**config.mk**
```make
export PLATFORM = sky130hd
export DESIGN_NAME = msd_decode
export DESIGN_NICKNAME = d
export VERILOG_FILES = /design/src/logic/msd_pkg.sv /design/src/logic/msd_decode.sv
export SDC_FILE = /design/constraint.sdc
export NUM_CORES = 1
export LEC_CHECK = 0
export ABC_AREA = 1
export CORE_ASPECT_RATIO = 0.6
export CORE_UTILIZATION = 40
export CTS_BUF_LIST = sky130_fd_sc_hd__clkbuf_8
export DETAILED_ROUTE_END_ITERATION = 10
export DONT_BUFFER_PORTS = 1
export GPL_ROUTABILITY_DRIVEN = 0
export MAX_ROUTING_LAYER = met4
export PLACE_DENSITY_LB_ADDON = 0.08
export SLEW_MARGIN = 20
export SYNTH_ARGS = -nofsm -noshare
export SYNTH_HDL_FRONTEND = slang
export SYNTH_SLANG_ARGS = --single-unit
```
**constraint.sdc**
```tcl
create_clock -name sys_clk -period 5.3 [get_ports sys_clk]
set_input_delay 1.06 -clock sys_clk [delete_from_list [all_inputs] [get_ports sys_clk]]
set_output_delay 1.06 -clock sys_clk [all_outputs]
set_load 0.01 [all_outputs]
```
**src/logic/msd_pkg.sv**
```systemverilog
/*
  msd_pkg: constants and carriers for the memory space address decode block.
  assumes a 16-bit byte-addressed data space and a 24-bit program space.
*/
package msd_pkg;
  // program space layout
  localparam logic [23:0] MSD_RESET_ADDR = 24'h000000;
  localparam logic [23:0] MSD_RESET_TARGET = 24'h000002;
  localparam logic [23:0] MSD_IVT_BASE = 24'h000004;
  localparam logic [23:0] MSD_IVT_END = 24'h0000ff;
  localparam logic [23:0] MSD_AIVT_BASE = 24'h000100;
  localparam logic [23:0] MSD_AIVT_END = 24'h0001ff;
  localparam logic [23:0] MSD_VECTOR_END = 24'h000200;
  localparam logic [23:0] MSD_IP_STEP = 24'h000002;
  // data space layout
  localparam logic [15:0] MSD_PCR_END = 16'h07ff;
  localparam logic [15:0] MSD_NEAR_END = 16'h1fff;
  localparam logic [15:0] MSD_RAM_END_DEF = 16'h77ff;
  localparam logic [15:0] MSD_XY_BOUNDARY_DEF = 16'h4800;
  localparam int MSD_PSV_BIT = 15;
  localparam int MSD_NEAR_BITS = 13;
  localparam logic [15:0] MSD_STEP_BYTE = 16'h0001;
  localparam logic [15:0] MSD_STEP_WORD = 16'h0002;
  localparam logic [15:0] MSD_RESET_WORD = 16'h0000;

  // pointer update modes
  typedef enum logic [1:0] {MSD_PTR_HOLD, MSD_PTR_INC, MSD_PTR_DEC} msd_ptr_mode_t;
  // result shaping for a working register load
  typedef enum logic [1:0] {MSD_EXT_NONE, MSD_EXT_SIGN, MSD_EXT_ZERO} msd_ext_t;

  // one data access request from an address generation unit
  typedef struct packed {
    logic valid;
    logic write;
    logic byte_op;
    logic [15:0] operand_byte_address;
    logic [15:0] wdata;
  } msd_req_t;

  // circular and bit-reversed pointer controls
  typedef struct packed {
    logic circ_en;
    logic [15:0] circ_start;
    logic [15:0] circ_end;
    logic bitrev_en;
    logic [15:0] bitrev_mod;
  } msd_ptr_cfg_t;
endpackage : msd_pkg

```
**src/logic/msd_decode.sv**
```systemverilog
/*
  msd_decode: instruction pointer, data address decode, byte lanes, trap.
  assumes the core drives requests on sys_clk and the rams answer combinationally.
*/
// Functional notes
// - program word pairs: lower word even address, upper odd, top byte unused.
// - instruction pointer stays even and steps by two per word.
// - vectors reserved below 0x200; reset starts at 0x000000, target at 0x000002.
// - primary vector table 0x04-0xff, alternate table 0x100-0x1ff.
// - data addresses are 16-bit byte addresses, 64 kilobytes total.
// - top address bit zero selects ram, one selects program visibility window.
// - up to 30 kilobytes ram; reads outside it return zero.
// - low byte at even address, high byte at odd address.
// - pointer updates step one for bytes, two for words.
// - byte read fetches word, bit 0 picks byte, placed on low byte.
// - shared word decode, per-lane write strobes, byte write hits one lane.
// - word access to odd address raises address error trap.
// - misaligned read completes, misaligned write suppressed, trap follows.
// - byte load into working register changes only its low byte.
// - sign extend byte to word, zero extend clears upper byte.
// - 0x0000-0x07ff holds control registers; unused ones read zero.
// - near space 0x0000-0x1fff reached by 13-bit direct field.
// - x and y spaces with own generators allow two reads per cycle.
// - x has separate read and write buses; x read serves combined space.
// - y read path used only by dual operand dsp class.
// - circular addressing in x and y; bit reversal only on x writes.
// - all writes use combined map; x/y boundary is fixed.
`timescale 1ns/100ps
module msd_decode import msd_pkg::*; #(
  parameter logic [15:0] RAM_END = MSD_RAM_END_DEF,
  parameter logic [15:0] XY_BOUNDARY = MSD_XY_BOUNDARY_DEF
) (
  input wire logic sys_clk,
  input wire logic rst,
  input wire logic clk_en,
  // program side
  input wire logic ip_advance,
  input wire logic ip_retreat,
  input wire logic ip_load,
  input wire logic [23:0] ip_load_addr,
  input wire logic [23:0] prog_fetch_addr,
  output logic [23:0] instruction_pointer,
  output logic [23:0] prog_word_addr,
  output logic prog_upper_sel,
  output logic in_vector_area,
  output logic in_primary_table,
  output logic in_alternate_table,
  // x space request and pointer update
  input wire msd_req_t x_req,
  input wire msd_ptr_mode_t x_ptr_mode,
  input wire logic [15:0] source_pointer_register,
  input wire msd_ptr_cfg_t x_cfg,
  input wire logic [12:0] near_direct_field,
  input wire logic near_direct_sel,
  // y space request, dual operand dsp class only
  input wire logic dual_operand_dsp_class,
  input wire logic y_rd_valid,
  input wire logic [15:0] y_rd_addr,
  input wire msd_ptr_mode_t y_ptr_mode,
  input wire logic [15:0] y_pointer,
  input wire msd_ptr_cfg_t y_cfg,
  // working register load shaping
  input wire msd_ext_t ext_op,
  input wire logic [15:0] wreg_old,
  // memory side
  input wire logic [15:0] ram_rdata,
  input wire logic [15:0] y_ram_rdata,
  input wire logic [15:0] pcr_rdata,
  input wire logic pcr_hit,
  input wire logic [15:0] psv_rdata,
  output logic [14:0] ram_word_addr,
  output logic [1:0] ram_lane_we,
  output logic [15:0] ram_wdata,
  output logic pcr_sel,
  output logic psv_sel,
  output logic [14:0] y_ram_word_addr,
  // results
  output logic [15:0] x_rdata,
  output logic [15:0] y_rdata,
  output logic [15:0] wreg_new,
  output logic [15:0] x_ptr_next,
  output logic [15:0] y_ptr_next,
  output logic in_near_space,
  output logic x_space_hit,
  output logic address_error_trap
);
  initial begin
    if (RAM_END[15] || RAM_END < MSD_PCR_END) $error("msd: bad ram end");
    if (XY_BOUNDARY > RAM_END) $error("msd: bad x/y boundary");
  end

  // step size scaled to access width
  function automatic logic [15:0] msd_step(input logic byte_op);
    msd_step = byte_op ? MSD_STEP_BYTE : MSD_STEP_WORD;
  endfunction : msd_step

  // implemented ram window, below the visibility half
  function automatic logic msd_is_ram(input logic [15:0] addr);
    msd_is_ram = !addr[MSD_PSV_BIT] && addr <= RAM_END;
  endfunction : msd_is_ram

  // control register area at the bottom of the near space
  function automatic logic msd_is_pcr(input logic [15:0] addr);
    msd_is_pcr = !addr[MSD_PSV_BIT] && addr <= MSD_PCR_END;
  endfunction : msd_is_pcr

  // near space reachable by the short direct field
  function automatic logic msd_is_near(input logic [15:0] addr);
    msd_is_near = !addr[MSD_PSV_BIT] && addr <= MSD_NEAR_END;
  endfunction : msd_is_near

  // y read window, from the fixed boundary up to the ram end
  function automatic logic msd_is_y(input logic [15:0] addr);
    msd_is_y = !addr[MSD_PSV_BIT] && addr >= XY_BOUNDARY && addr <= RAM_END;
  endfunction : msd_is_y

  // program address inside an inclusive range
  function automatic logic msd_in_range(input logic [23:0] addr, input logic [23:0] lo,
                                        input logic [23:0] hi);
    msd_in_range = addr >= lo && addr <= hi;
  endfunction : msd_in_range

  // pointer update with circular wrap and optional bit reversal
  function automatic logic [15:0] msd_ptr(input logic [15:0] p, input msd_ptr_mode_t m,
                                          input logic byte_op, input msd_ptr_cfg_t c,
                                          input logic allow_rev);
    logic [15:0] s;
    logic [15:0] r;
    s = msd_step(byte_op);
    r = p;
    if (allow_rev && c.bitrev_en && m == MSD_PTR_INC) begin
      for (int i = 15; i >= 0; i--) begin
        if (c.bitrev_mod[i]) begin
          r[i] = ~r[i];
          if (r[i]) break;
        end
      end
    end else if (m == MSD_PTR_INC) begin
      r = p + s;
      if (c.circ_en && p >= c.circ_end - s + 16'h0001) r = c.circ_start;
    end else if (m == MSD_PTR_DEC) begin
      r = p - s;
      if (c.circ_en && p == c.circ_start) r = c.circ_end - s + 16'h0001;
    end
    msd_ptr = r;
  endfunction : msd_ptr

  // instruction pointer state
  logic [23:0] next_instruction_pointer;
  always_comb begin
    next_instruction_pointer = instruction_pointer;
    if (ip_load) next_instruction_pointer = {ip_load_addr[23:1], 1'b0};
    else if (ip_advance) next_instruction_pointer = instruction_pointer + MSD_IP_STEP;
    else if (ip_retreat) next_instruction_pointer = instruction_pointer - MSD_IP_STEP;
  end
  always_ff @(posedge sys_clk) begin
    if (rst) instruction_pointer <= MSD_RESET_ADDR;
    else if (clk_en) instruction_pointer <= next_instruction_pointer;
  end

  // data decode, combinational part
  logic [15:0] ea;
  logic misaligned;
  logic in_ram;
  logic [15:0] word_rd;
  logic [15:0] next_x_rdata;
  logic [15:0] next_y_rdata;
  logic [15:0] next_wreg;
  logic [1:0] next_lane_we;
  logic [15:0] next_wdata;
  logic [7:0] sel_byte;
  logic next_pcr_sel;
  logic next_psv_sel;
  logic [15:0] next_x_ptr;
  logic [15:0] next_y_ptr;
  logic next_near;
  logic next_x_hit;
  always_comb begin
    ea = near_direct_sel ? {3'b000, near_direct_field} : x_req.operand_byte_address;
    misaligned = x_req.valid && !x_req.byte_op && ea[0];
    in_ram = msd_is_ram(ea);
    // control register area reads zero where no register answers
    if (ea[MSD_PSV_BIT]) word_rd = psv_rdata;
    else if (ea <= MSD_PCR_END) word_rd = pcr_hit ? pcr_rdata : MSD_RESET_WORD;
    else if (in_ram) word_rd = ram_rdata;
    else word_rd = MSD_RESET_WORD;
    sel_byte = ea[0] ? word_rd[15:8] : word_rd[7:0];
    next_x_rdata = x_req.byte_op ? {8'h00, sel_byte} : word_rd;
    // y path only returns data for the dual operand class
    next_y_rdata = MSD_RESET_WORD;
    // other classes see zero so a stale y word never leaks into x results
    if (dual_operand_dsp_class && y_rd_valid && msd_is_y(y_rd_addr)) begin
      next_y_rdata = y_ram_rdata;
    end
    // lane strobes, gated by the alignment check before they leave
    next_lane_we = 2'b00;
    // a misaligned word write must never reach the array, hence the gate here
    if (x_req.valid && x_req.write && !misaligned && in_ram) begin
      if (x_req.byte_op) next_lane_we = ea[0] ? 2'b10 : 2'b01;
      else next_lane_we = 2'b11;
    end
    next_wdata = x_req.byte_op ? {x_req.wdata[7:0], x_req.wdata[7:0]} : x_req.wdata;
    // working register load shaping
    unique case (ext_op)
      MSD_EXT_SIGN: next_wreg = {{8{wreg_old[7]}}, wreg_old[7:0]};
      MSD_EXT_ZERO: next_wreg = {8'h00, wreg_old[7:0]};
      default: next_wreg = x_req.byte_op ? {wreg_old[15:8], next_x_rdata[7:0]}
                                         : next_x_rdata;
    endcase
    // side selects and region flags
    next_pcr_sel = x_req.valid && msd_is_pcr(ea);
    next_psv_sel = x_req.valid && ea[MSD_PSV_BIT];
    next_near = msd_is_near(ea);
    next_x_hit = in_ram && ea < XY_BOUNDARY;
    // bit reversal is only offered on the write pointer of x
    next_x_ptr = msd_ptr(source_pointer_register, x_ptr_mode, x_req.byte_op, x_cfg,
                         x_req.write);
    // y always moves in words and is never bit reversed
    next_y_ptr = msd_ptr(y_pointer, y_ptr_mode, 1'b0, y_cfg, 1'b0);
  end

  // registered data side outputs
  always_ff @(posedge sys_clk) begin
    if (rst) begin
      ram_word_addr <= 15'h0000;
      ram_lane_we <= 2'b00;
      ram_wdata <= MSD_RESET_WORD;
      pcr_sel <= 1'b0;
      psv_sel <= 1'b0;
      y_ram_word_addr <= 15'h0000;
      x_rdata <= MSD_RESET_WORD;
      y_rdata <= MSD_RESET_WORD;
      wreg_new <= MSD_RESET_WORD;
      x_ptr_next <= MSD_RESET_WORD;
      y_ptr_next <= MSD_RESET_WORD;
      in_near_space <= 1'b0;
      x_space_hit <= 1'b0;
      address_error_trap <= 1'b0;
    end else if (clk_en) begin
      ram_word_addr <= ea[15:1];
      ram_lane_we <= next_lane_we;
      ram_wdata <= next_wdata;
      pcr_sel <= next_pcr_sel;
      psv_sel <= next_psv_sel;
      y_ram_word_addr <= y_rd_addr[15:1];
      x_rdata <= next_x_rdata;
      y_rdata <= next_y_rdata;
      wreg_new <= next_wreg;
      x_ptr_next <= next_x_ptr;
      y_ptr_next <= next_y_ptr;
      in_near_space <= next_near;
      x_space_hit <= next_x_hit;
      address_error_trap <= misaligned;
    end
  end

  // program space decode
  logic [23:0] next_prog_word_addr;
  logic next_prog_upper_sel;
  logic next_in_vector_area;
  logic next_in_primary_table;
  logic next_in_alternate_table;
  always_comb begin
    next_prog_word_addr = {prog_fetch_addr[23:1], 1'b0};
    next_prog_upper_sel = prog_fetch_addr[0];
    // vector flags let the fetch side tell table entries from code
    next_in_vector_area = prog_fetch_addr < MSD_VECTOR_END;
    next_in_primary_table = msd_in_range(prog_fetch_addr, MSD_IVT_BASE, MSD_IVT_END);
    next_in_alternate_table = msd_in_range(prog_fetch_addr, MSD_AIVT_BASE,
                                           MSD_AIVT_END);
  end
  always_ff @(posedge sys_clk) begin
    if (rst) begin
      prog_word_addr <= MSD_RESET_ADDR;
      prog_upper_sel <= 1'b0;
      in_vector_area <= 1'b0;
      in_primary_table <= 1'b0;
      in_alternate_table <= 1'b0;
    end else if (clk_en) begin
      prog_word_addr <= next_prog_word_addr;
      prog_upper_sel <= next_prog_upper_sel;
      in_vector_area <= next_in_vector_area;
      in_primary_table <= next_in_primary_table;
      in_alternate_table <= next_in_alternate_table;
    end
  end
endmodule : msd_decode

```
### After elaboration in Yosys (flattened, before gate mapping)

Index checks and enable logic that the tools add are counted.

* register bits after elaboration: 184
* latch bits: 0
* memory bits (writable): 0
* ROM bits: 0
* bits of input ports: 340
* output and inout port bits: 185
* logic and storage cells: 304
* memories: 0

* add/sub/neg operators: 10
* $mul: 0
* divide/modulo/power cells: 0
* $lt $le $gt $ge: 13
* equality and inequality tests: 8
* shift operators: 0
* muxes and demuxes: 208
* bitwise gates (word level): 16
* reductions and logical operators: 29

Operator list (count)
* two-way mux 16 bit: 18
* two-way mux 1 bit: 167
* two-way mux 24 bit: 3
* adder 16 x 1 -> 16 bit (second input constant): 2
* == test 16 bit: 2
* greater-or-equal comparator 16 bit: 2
* less-or-equal comparator 16 x 15 -> 1 bit (second input constant): 2
* one-hot mux 16 bit (2 select lines): 1
* subtractor 16 x 2 -> 16 bit: 2
* subtractor 16 x 2 -> 16 bit (second input constant): 2
* adder 24 x 2 -> 24 bit (second input constant): 1
* greater-or-equal comparator 24 x 3 -> 1 bit (second input constant): 1
* greater-or-equal comparator 24 x 9 -> 1 bit (second input constant): 1
* less-or-equal comparator 24 x 8 -> 1 bit (second input constant): 1
* less-or-equal comparator 24 x 9 -> 1 bit (second input constant): 1
* less-than comparator 24 x 10 -> 1 bit (second input constant): 1
* subtractor 24 x 2 -> 24 bit (second input constant): 1
* logical AND 1 bit: 23
* adder 16 x 2 -> 16 bit: 1
* adder 16 x 2 -> 16 bit (second input constant): 1
* greater-or-equal comparator 16 x 15 -> 1 bit (second input constant): 1
* less-or-equal comparator 16 x 11 -> 1 bit (second input constant): 1
* less-or-equal comparator 16 x 13 -> 1 bit (second input constant): 1
* less-than comparator 16 x 15 -> 1 bit (second input constant): 1
* other kinds (20): 47

### Longest topological paths before layout

* word-level depth: 138
* mapped depth: 27
* mapped depth without buffers: 25

### Worst setup path before layout

No wires, ideal clock.

* path type: input to register
* start point: input x_req[32] (netlist name)
* end point: register x_ptr_next[2]
* setup time: 119 ps
* arrival: 4363 ps
* data required time: 5181 ps
* path slack: 818 ps
* stages: 26
* buffers on the path: 3
* cell sequence: buf_2 -> inv_2 -> buf_2 -> ha_1 -> inv_1 -> ha_1 -> fa_1 -> nand2_1 -> a21oi_1 -> nand2_1 -> nand2_1 -> nand3_1 -> nand2_1 -> nand2_1 -> nand2_1 -> ha_1 -> nand2_1 -> nor3_1 -> nand3_1 -> nand3_1 -> nand2_1 -> clkbuf_1 -> o21ai_0 -> nand2_1 -> nand3_1 -> a21oi_1

* word-level cells in the longest chain between the ends: 8
* elaborated cells between the ends (all ways): 12
* those cells by class: 4 x add/sub; 1 x order compare; 6 x mux; 1 x reduce/logical

RTL lines
* from (decl): RTL line msd_decode.sv:49 `input wire msd_req_t x_req,`
* two-way mux 2 bit (*): RTL line msd_decode.sv:94 `msd_step = byte_op ? MSD_STEP_BYTE : MSD_STEP_WORD;`
* subtractor 16 x 2 -> 16 bit: RTL line msd_decode.sv:140, msd_decode.sv:143
* adder 16 x 1 -> 16 bit: RTL line msd_decode.sv:140, msd_decode.sv:143
* greater-or-equal comparator 16 bit: RTL line msd_decode.sv:140 `if (c.circ_en && p >= c.circ_end - s + 16'h0001) r = c.circ_start;`
* logical AND 1 bit: RTL line msd_decode.sv:140
* two-way mux 16 bit: RTL line msd_decode.sv:140
* two-way mux 16 bit (*): RTL line msd_decode.sv:138 `end else if (m == MSD_PTR_INC) begin`
* two-way mux 16 bit (*): RTL line msd_decode.sv:131 `if (allow_rev && c.bitrev_en && m == MSD_PTR_INC) begin`
* to (signal assigned): RTL line msd_decode.sv:249 `x_ptr_next <= next_x_ptr;`
* to (decl): RTL line msd_decode.sv:81 `output logic [15:0] x_ptr_next,`

Mark *: on every way between the ends. The rest lies on a longest branch, timed or not.
A chain may end at the register's enable or synchronous reset.

### Worst setup path after layout

* start point: input x_req[32] (netlist name)
* end point: register x_ptr_next[14]

Same word-level chain as after synthesis.

==> impl_metrics.prom <==
# TYPE chip_impl_metric gauge
chip_impl_metric{name="clock_insertion_delay_worst_skew",unit="ns"} 0.52
chip_impl_metric{name="ys.warnings.count",unit=""} 0
chip_impl_metric{name="global_route.usage.total",unit="%"} 30.4
chip_impl_info{name="hold_class",value="flop to flop"} 1
chip_impl_metric{name="dp_hpwl",unit="um"} 45300
chip_impl_metric{name="placement.io_buffers",unit=""} 0
chip_impl_metric{name="netlist_area",unit="um2"} 14600
chip_impl_info{name="crit_path_cell_trace",value="inv_2 > ha_1 > inv_1 > ha_1 > fa_1 > nand2_1 > a21oi_1 > nand2_1 > nand2_1 > nand3_1 > nand3_1 > nand2_1 > ha_1 > a21oi_1 > o21ai_0 > a21oi_1 > nand3_1 > nand2_1 > clkinv_1 > nand2_1 > nand3_1 > nand3_1 > a21oi_1"} 1
chip_impl_info{name="hold_start",value="ram_word_addr[14]"} 1
chip_impl_info{name="critPathKind",value="primary input to flop"} 1
chip_impl_metric{name="grt_start_max_net_pins",unit=""} 239
chip_impl_metric{name="chipHeight",unit="um"} 150
chip_impl_info{name="synth_top_cells_by_area",value="dfxtp_1 (25%), nand2_1 (16%), ha_1 (8.0%), a21oi_1 (7.6%), nand3_1 (7.6%)"} 1
chip_impl_metric{name="power_density",unit="nW/um2"} 238
chip_impl_metric{name="detailroute.via_count",unit=""} 15700
chip_impl_metric{name="first_global_vias",unit=""} 13900
chip_impl_metric{name="cts_made_buffers",unit=""} 17
chip_impl_metric{name="totalNegativeSetupSlack",unit="ns"} 0
chip_impl_metric{name="placeableCoreArea",unit="um2"} 35500
chip_impl_metric{name="avgSynthCellArea",unit="um2"} 6.09
chip_impl_metric{name="synth-compound-area-share",unit="%"} 17.4
chip_impl_info{name="crit_start",value="x_req[32]"} 1
chip_impl_metric{name="tightestPinTransition",unit="ns"} 1.02
chip_impl_metric{name="critical_path.max_stage_delay",unit="ns"} 0.47
chip_impl_metric{name="worst_slack",unit="ns"} 0.707
chip_impl_info{name="timing.critical_path.to_type",value="flop"} 1
chip_impl_metric{name="cts.reportedPaths.clkPinSlew",unit="ns"} 0.12
chip_impl_metric{name="post_synth_and_or_nand_nor_area_fraction",unit="%"} 34.9
chip_impl_metric{name="timing.final.setup_violations",unit=""} 0
chip_impl_metric{name="ioPinCount",unit=""} 525
chip_impl_metric{name="fraction_of_power_spent_switching_nets",unit="%"} 39.9
chip_impl_metric{name="filler_cell_count",unit=""} 3839
chip_impl_metric{name="min_period_over_period",unit="%"} 86.7
chip_impl_metric{name="p_int",unit="W"} 0.00219
chip_impl_metric{name="synth_cell_type_count",unit=""} 48
chip_impl_metric{name="drv_cap",unit=""} 0
chip_impl_metric{name="net_count_final",unit=""} 2757
chip_impl_metric{name="die_ar",unit="um2"} 37300
chip_impl_metric{name="worstPathRequired",unit="ns"} 5.70
chip_impl_metric{name="post_cts_resize_count",unit=""} 0
chip_impl_metric{name="rows",unit=""} 53
chip_impl_metric{name="path_max_fanout",unit=""} 22
chip_impl_info{name="timing.critical_path.from_type",value="primary input"} 1
chip_impl_metric{name="post_synth_inst_count",unit=""} 2393
chip_impl_metric{name="share_clk_of_total_power",unit="%"} 29.5
chip_impl_info{name="crit_path_top_delay_cell",value="clkinv_1"} 1
chip_impl_metric{name="drc_errors_left",unit=""} 0
chip_impl_metric{name="stdcell_count",unit=""} 2809
chip_impl_metric{name="htreeDepth",unit=""} 4
chip_impl_metric{name="synth_xor_xnor_area_share",unit="%"} 4.20
chip_impl_metric{name="yosys_register_bits",unit=""} 183
chip_impl_metric{name="antenna_found_initial",unit=""} 9
chip_impl_info{name="synth_top_family_by_area",value="simple AND/OR/NAND/NOR gates"} 1
chip_impl_info{name="crit_family",value="simple AND/OR/NAND/NOR gates"} 1
chip_impl_metric{name="power.share.sequential",unit="%"} 44.6
chip_impl_metric{name="ir_worst_vdd",unit="mV"} 0.171
chip_impl_metric{name="yosysSeqAreaShare",unit="%"} 25.1
chip_impl_metric{name="holdBufCountCts",unit=""} 0
chip_impl_metric{name="wl_per_cell",unit="um"} 20.6
chip_impl_metric{name="firstDrtPassIters",unit=""} 8
chip_impl_info{name="critical-path-top-cell-by-count",value="nand2_1"} 1
chip_impl_metric{name="drt_iter0_markers",unit=""} 1307
chip_impl_info{name="timing.rr.start",value="instruction_pointer[1]"} 1
chip_impl_metric{name="global_route_wire_length_before_repair",unit="um"} 84700
chip_impl_metric{name="clkSinkCount",unit=""} 183
chip_impl_metric{name="synthMuxAreaShare",unit="%"} 0.0686
chip_impl_metric{name="syn_to_final_growth",unit="%"} 4.77
chip_impl_metric{name="floorplan.die.width",unit="um"} 249
chip_impl_info{name="cts_root_buf",value="clkbuf_8"} 1
chip_impl_metric{name="worst_hold_slack",unit="ns"} 0.524
chip_impl_metric{name="drt.antenna.violating_nets",unit=""} 0
chip_impl_metric{name="max_clock_freq",unit="MHz"} 218
chip_impl_metric{name="switching_power",unit="W"} 0.00145
chip_impl_metric{name="drt_wl_total",unit="um"} 57800
chip_impl_metric{name="report.final.slew_viol_count",unit=""} 0
chip_impl_metric{name="critPathBufInv",unit=""} 3
chip_impl_info{name="grt_setup_unrepaired",value="false"} 1
chip_impl_metric{name="preCtsSetupSlack",unit="ns"} 0.240
chip_impl_metric{name="hold_violations",unit=""} 0
chip_impl_metric{name="drive_above_1_share",unit="%"} 3.73
chip_impl_metric{name="leakage",unit="nW"} 7.27
chip_impl_metric{name="timing.critical_path.arrival",unit="ns"} 4.99
chip_impl_metric{name="max-slew-margin-rel",unit="%"} 31.8
chip_impl_metric{name="cts-root-to-sink-buffers",unit=""} 2
chip_impl_metric{name="final.min_clock_period",unit="ns"} 4.59
chip_impl_metric{name="yosysTopAreaCellShare",unit="%"} 25.1
chip_impl_info{name="result_of_the_run",value="finished clean"} 1
chip_impl_metric{name="synthAdderAreaFrac",unit="%"} 8.53
chip_impl_metric{name="postCtsSetupRepairBufs",unit=""} 0
chip_impl_metric{name="avgViaCountPerCell",unit=""} 5.59
chip_impl_metric{name="effective_utilization_at_floorplan",unit="%"} 41.1
chip_impl_metric{name="place.detailed.instances",unit=""} 2768
chip_impl_metric{name="power.combinational.fraction",unit="%"} 25.9
chip_impl_metric{name="finalClockSkew",unit="ns"} 0.0189
chip_impl_metric{name="grt_overflow",unit=""} 0
chip_impl_info{name="post-synth-top-area-cell",value="dfxtp_1"} 1
chip_impl_info{name="tritoncts",value="yes"} 1
==> flip-flops by register name, indices dropped and copies added (netlist names), 15 cells and up <==
| register | count |
|---|---|
| ram_word_addr | 15 |
| x_ptr_next | 16 |
| wreg_new | 16 |
| instruction_pointer | 23 |
| x_rdata | 16 |
| ram_wdata | 16 |
| y_ram_word_addr | 15 |
| prog_word_addr | 23 |
| y_ptr_next | 16 |
| y_rdata | 16 |
==> power groups by stage <==
stage	clock network (W)	logic, W	registers (W)
2_1_floorplan	0	0.000762	0.00160
3_3_place_gp	0	0.000911	0.00165
3_5_place_dp	0	0.000928	0.00165
4_1_cts	0.00110	0.000933	0.00162
5_1_grt	0.00114	0.00107	0.00163
6_report	0.00108	0.000944	0.00162
==> worst min-delay path, cell delays in order (launching register included) <==
cell     delay [ns]
dfxtp_1        0.37
nand2_1        0.07
a21oi_1        0.06
==> cells in the final DEF (no fill, tap or decap), types with 5 or more instances in the layout <==
cell type | Yosys | layout
clkbuf_8 | 0 | 17
o21ai_1 | 10 | 10
clkinv_8 | 0 | 5
nor2_2 | 6 | 6
a21oi_1 | 222 | 222
nand2_1 | 609 | 609
dfxtp_1 | 183 | 183
nor2_1 | 272 | 272
ha_1 | 93 | 93
or2_2 | 6 | 6
buf_4 | 7 | 13
a21o_1 | 6 | 6
a31oi_1 | 5 | 5
diode_2 | 0 | 9
inv_1 | 232 | 230
xor2_1 | 56 | 56
o211ai_1 | 31 | 31
o21ai_0 | 193 | 193
xnor2_1 | 14 | 14
nand4_1 | 32 | 32
clkinv_1 | 8 | 8
nor3_1 | 28 | 27
inv_2 | 12 | 12
nand3b_1 | 8 | 8
nand3_1 | 221 | 221
==> metal layers <==
metal / part of all wire, % / wire length, um / global-route usage [%]
met3: 9.6 / 5550 / 8.96
met2: 43 / 24800 / 44.7
met4: 1.5 / 877 / 7.02
met1: 46 / 26500 / 40.7
met5: 0 / 0 / -
==> cell usage after synthesis, drive strengths merged <==
cell and count:
a21boi 3, a21o 6, a21oi 223, a31oi 5, a32oi 1, and2 1
and3 1, buf 36, clkbuf 70, clkinv 8, conb 1, dfxtp 183
fa 4, ha 93, inv 244, mux2i 1, nand2 612, nand3 225
nand3b 8, nand4 32, nor2 280, nor3 31, nor3b 1, nor4 5
o211ai 31, o21a 2, o21ai 203, o21bai 4, o31ai 2, or2 7
xnor2 14, xor2 56
==> stage by stage <==
stage	power (W)	cell area, um2	util [%]
after floorplan	0.00236	14600	-
final	0.00364	15300	43.1
after CTS	0.00366	15300	43.0
after detailed placement	0.00258	14800	41.8
after global routing	0.00385	15300	43.1
after global placement	0.00257	14800	41.8
==> path summary, 6_finish.rpt <==
check                                 end  slack [ns]  depth (start not counted)
setup reg to reg  instruction_pointer[19]        2.62                         11
setup / recovery           x_ptr_next[14]        0.71                         23
hold / removal          ram_word_addr[14]        0.52                          2
hold reg to reg         ram_word_addr[14]        0.52                          2
==> cell type report <==
cell class,count,area (um2),share of cell area [%]
timing repair buffer,13,97.6,0.639
tap,467,584,3.82
clock buffer,17,234,1.53
clock inverter,15,206,1.35
inverter,252,950,6.22
sequential,183,3660,24.0
multi-input combinational,1853,9520,62.3
antenna,9,22.5,0.147
==> kinds of logic (layout without fill, tap and decap cells) <==
kind of cell,after synthesis,after routing
other,1,11
adders and majority gates,97,97
buffers and inverters,358,297
AOI/OAI and AO/OA,480,480
xor gates and xnor gates,70,70
muxes,1,1
DFF,183,183
and+or+nand+nor,1203,1203
Note: power is estimated with default switching activity, not from simulation.
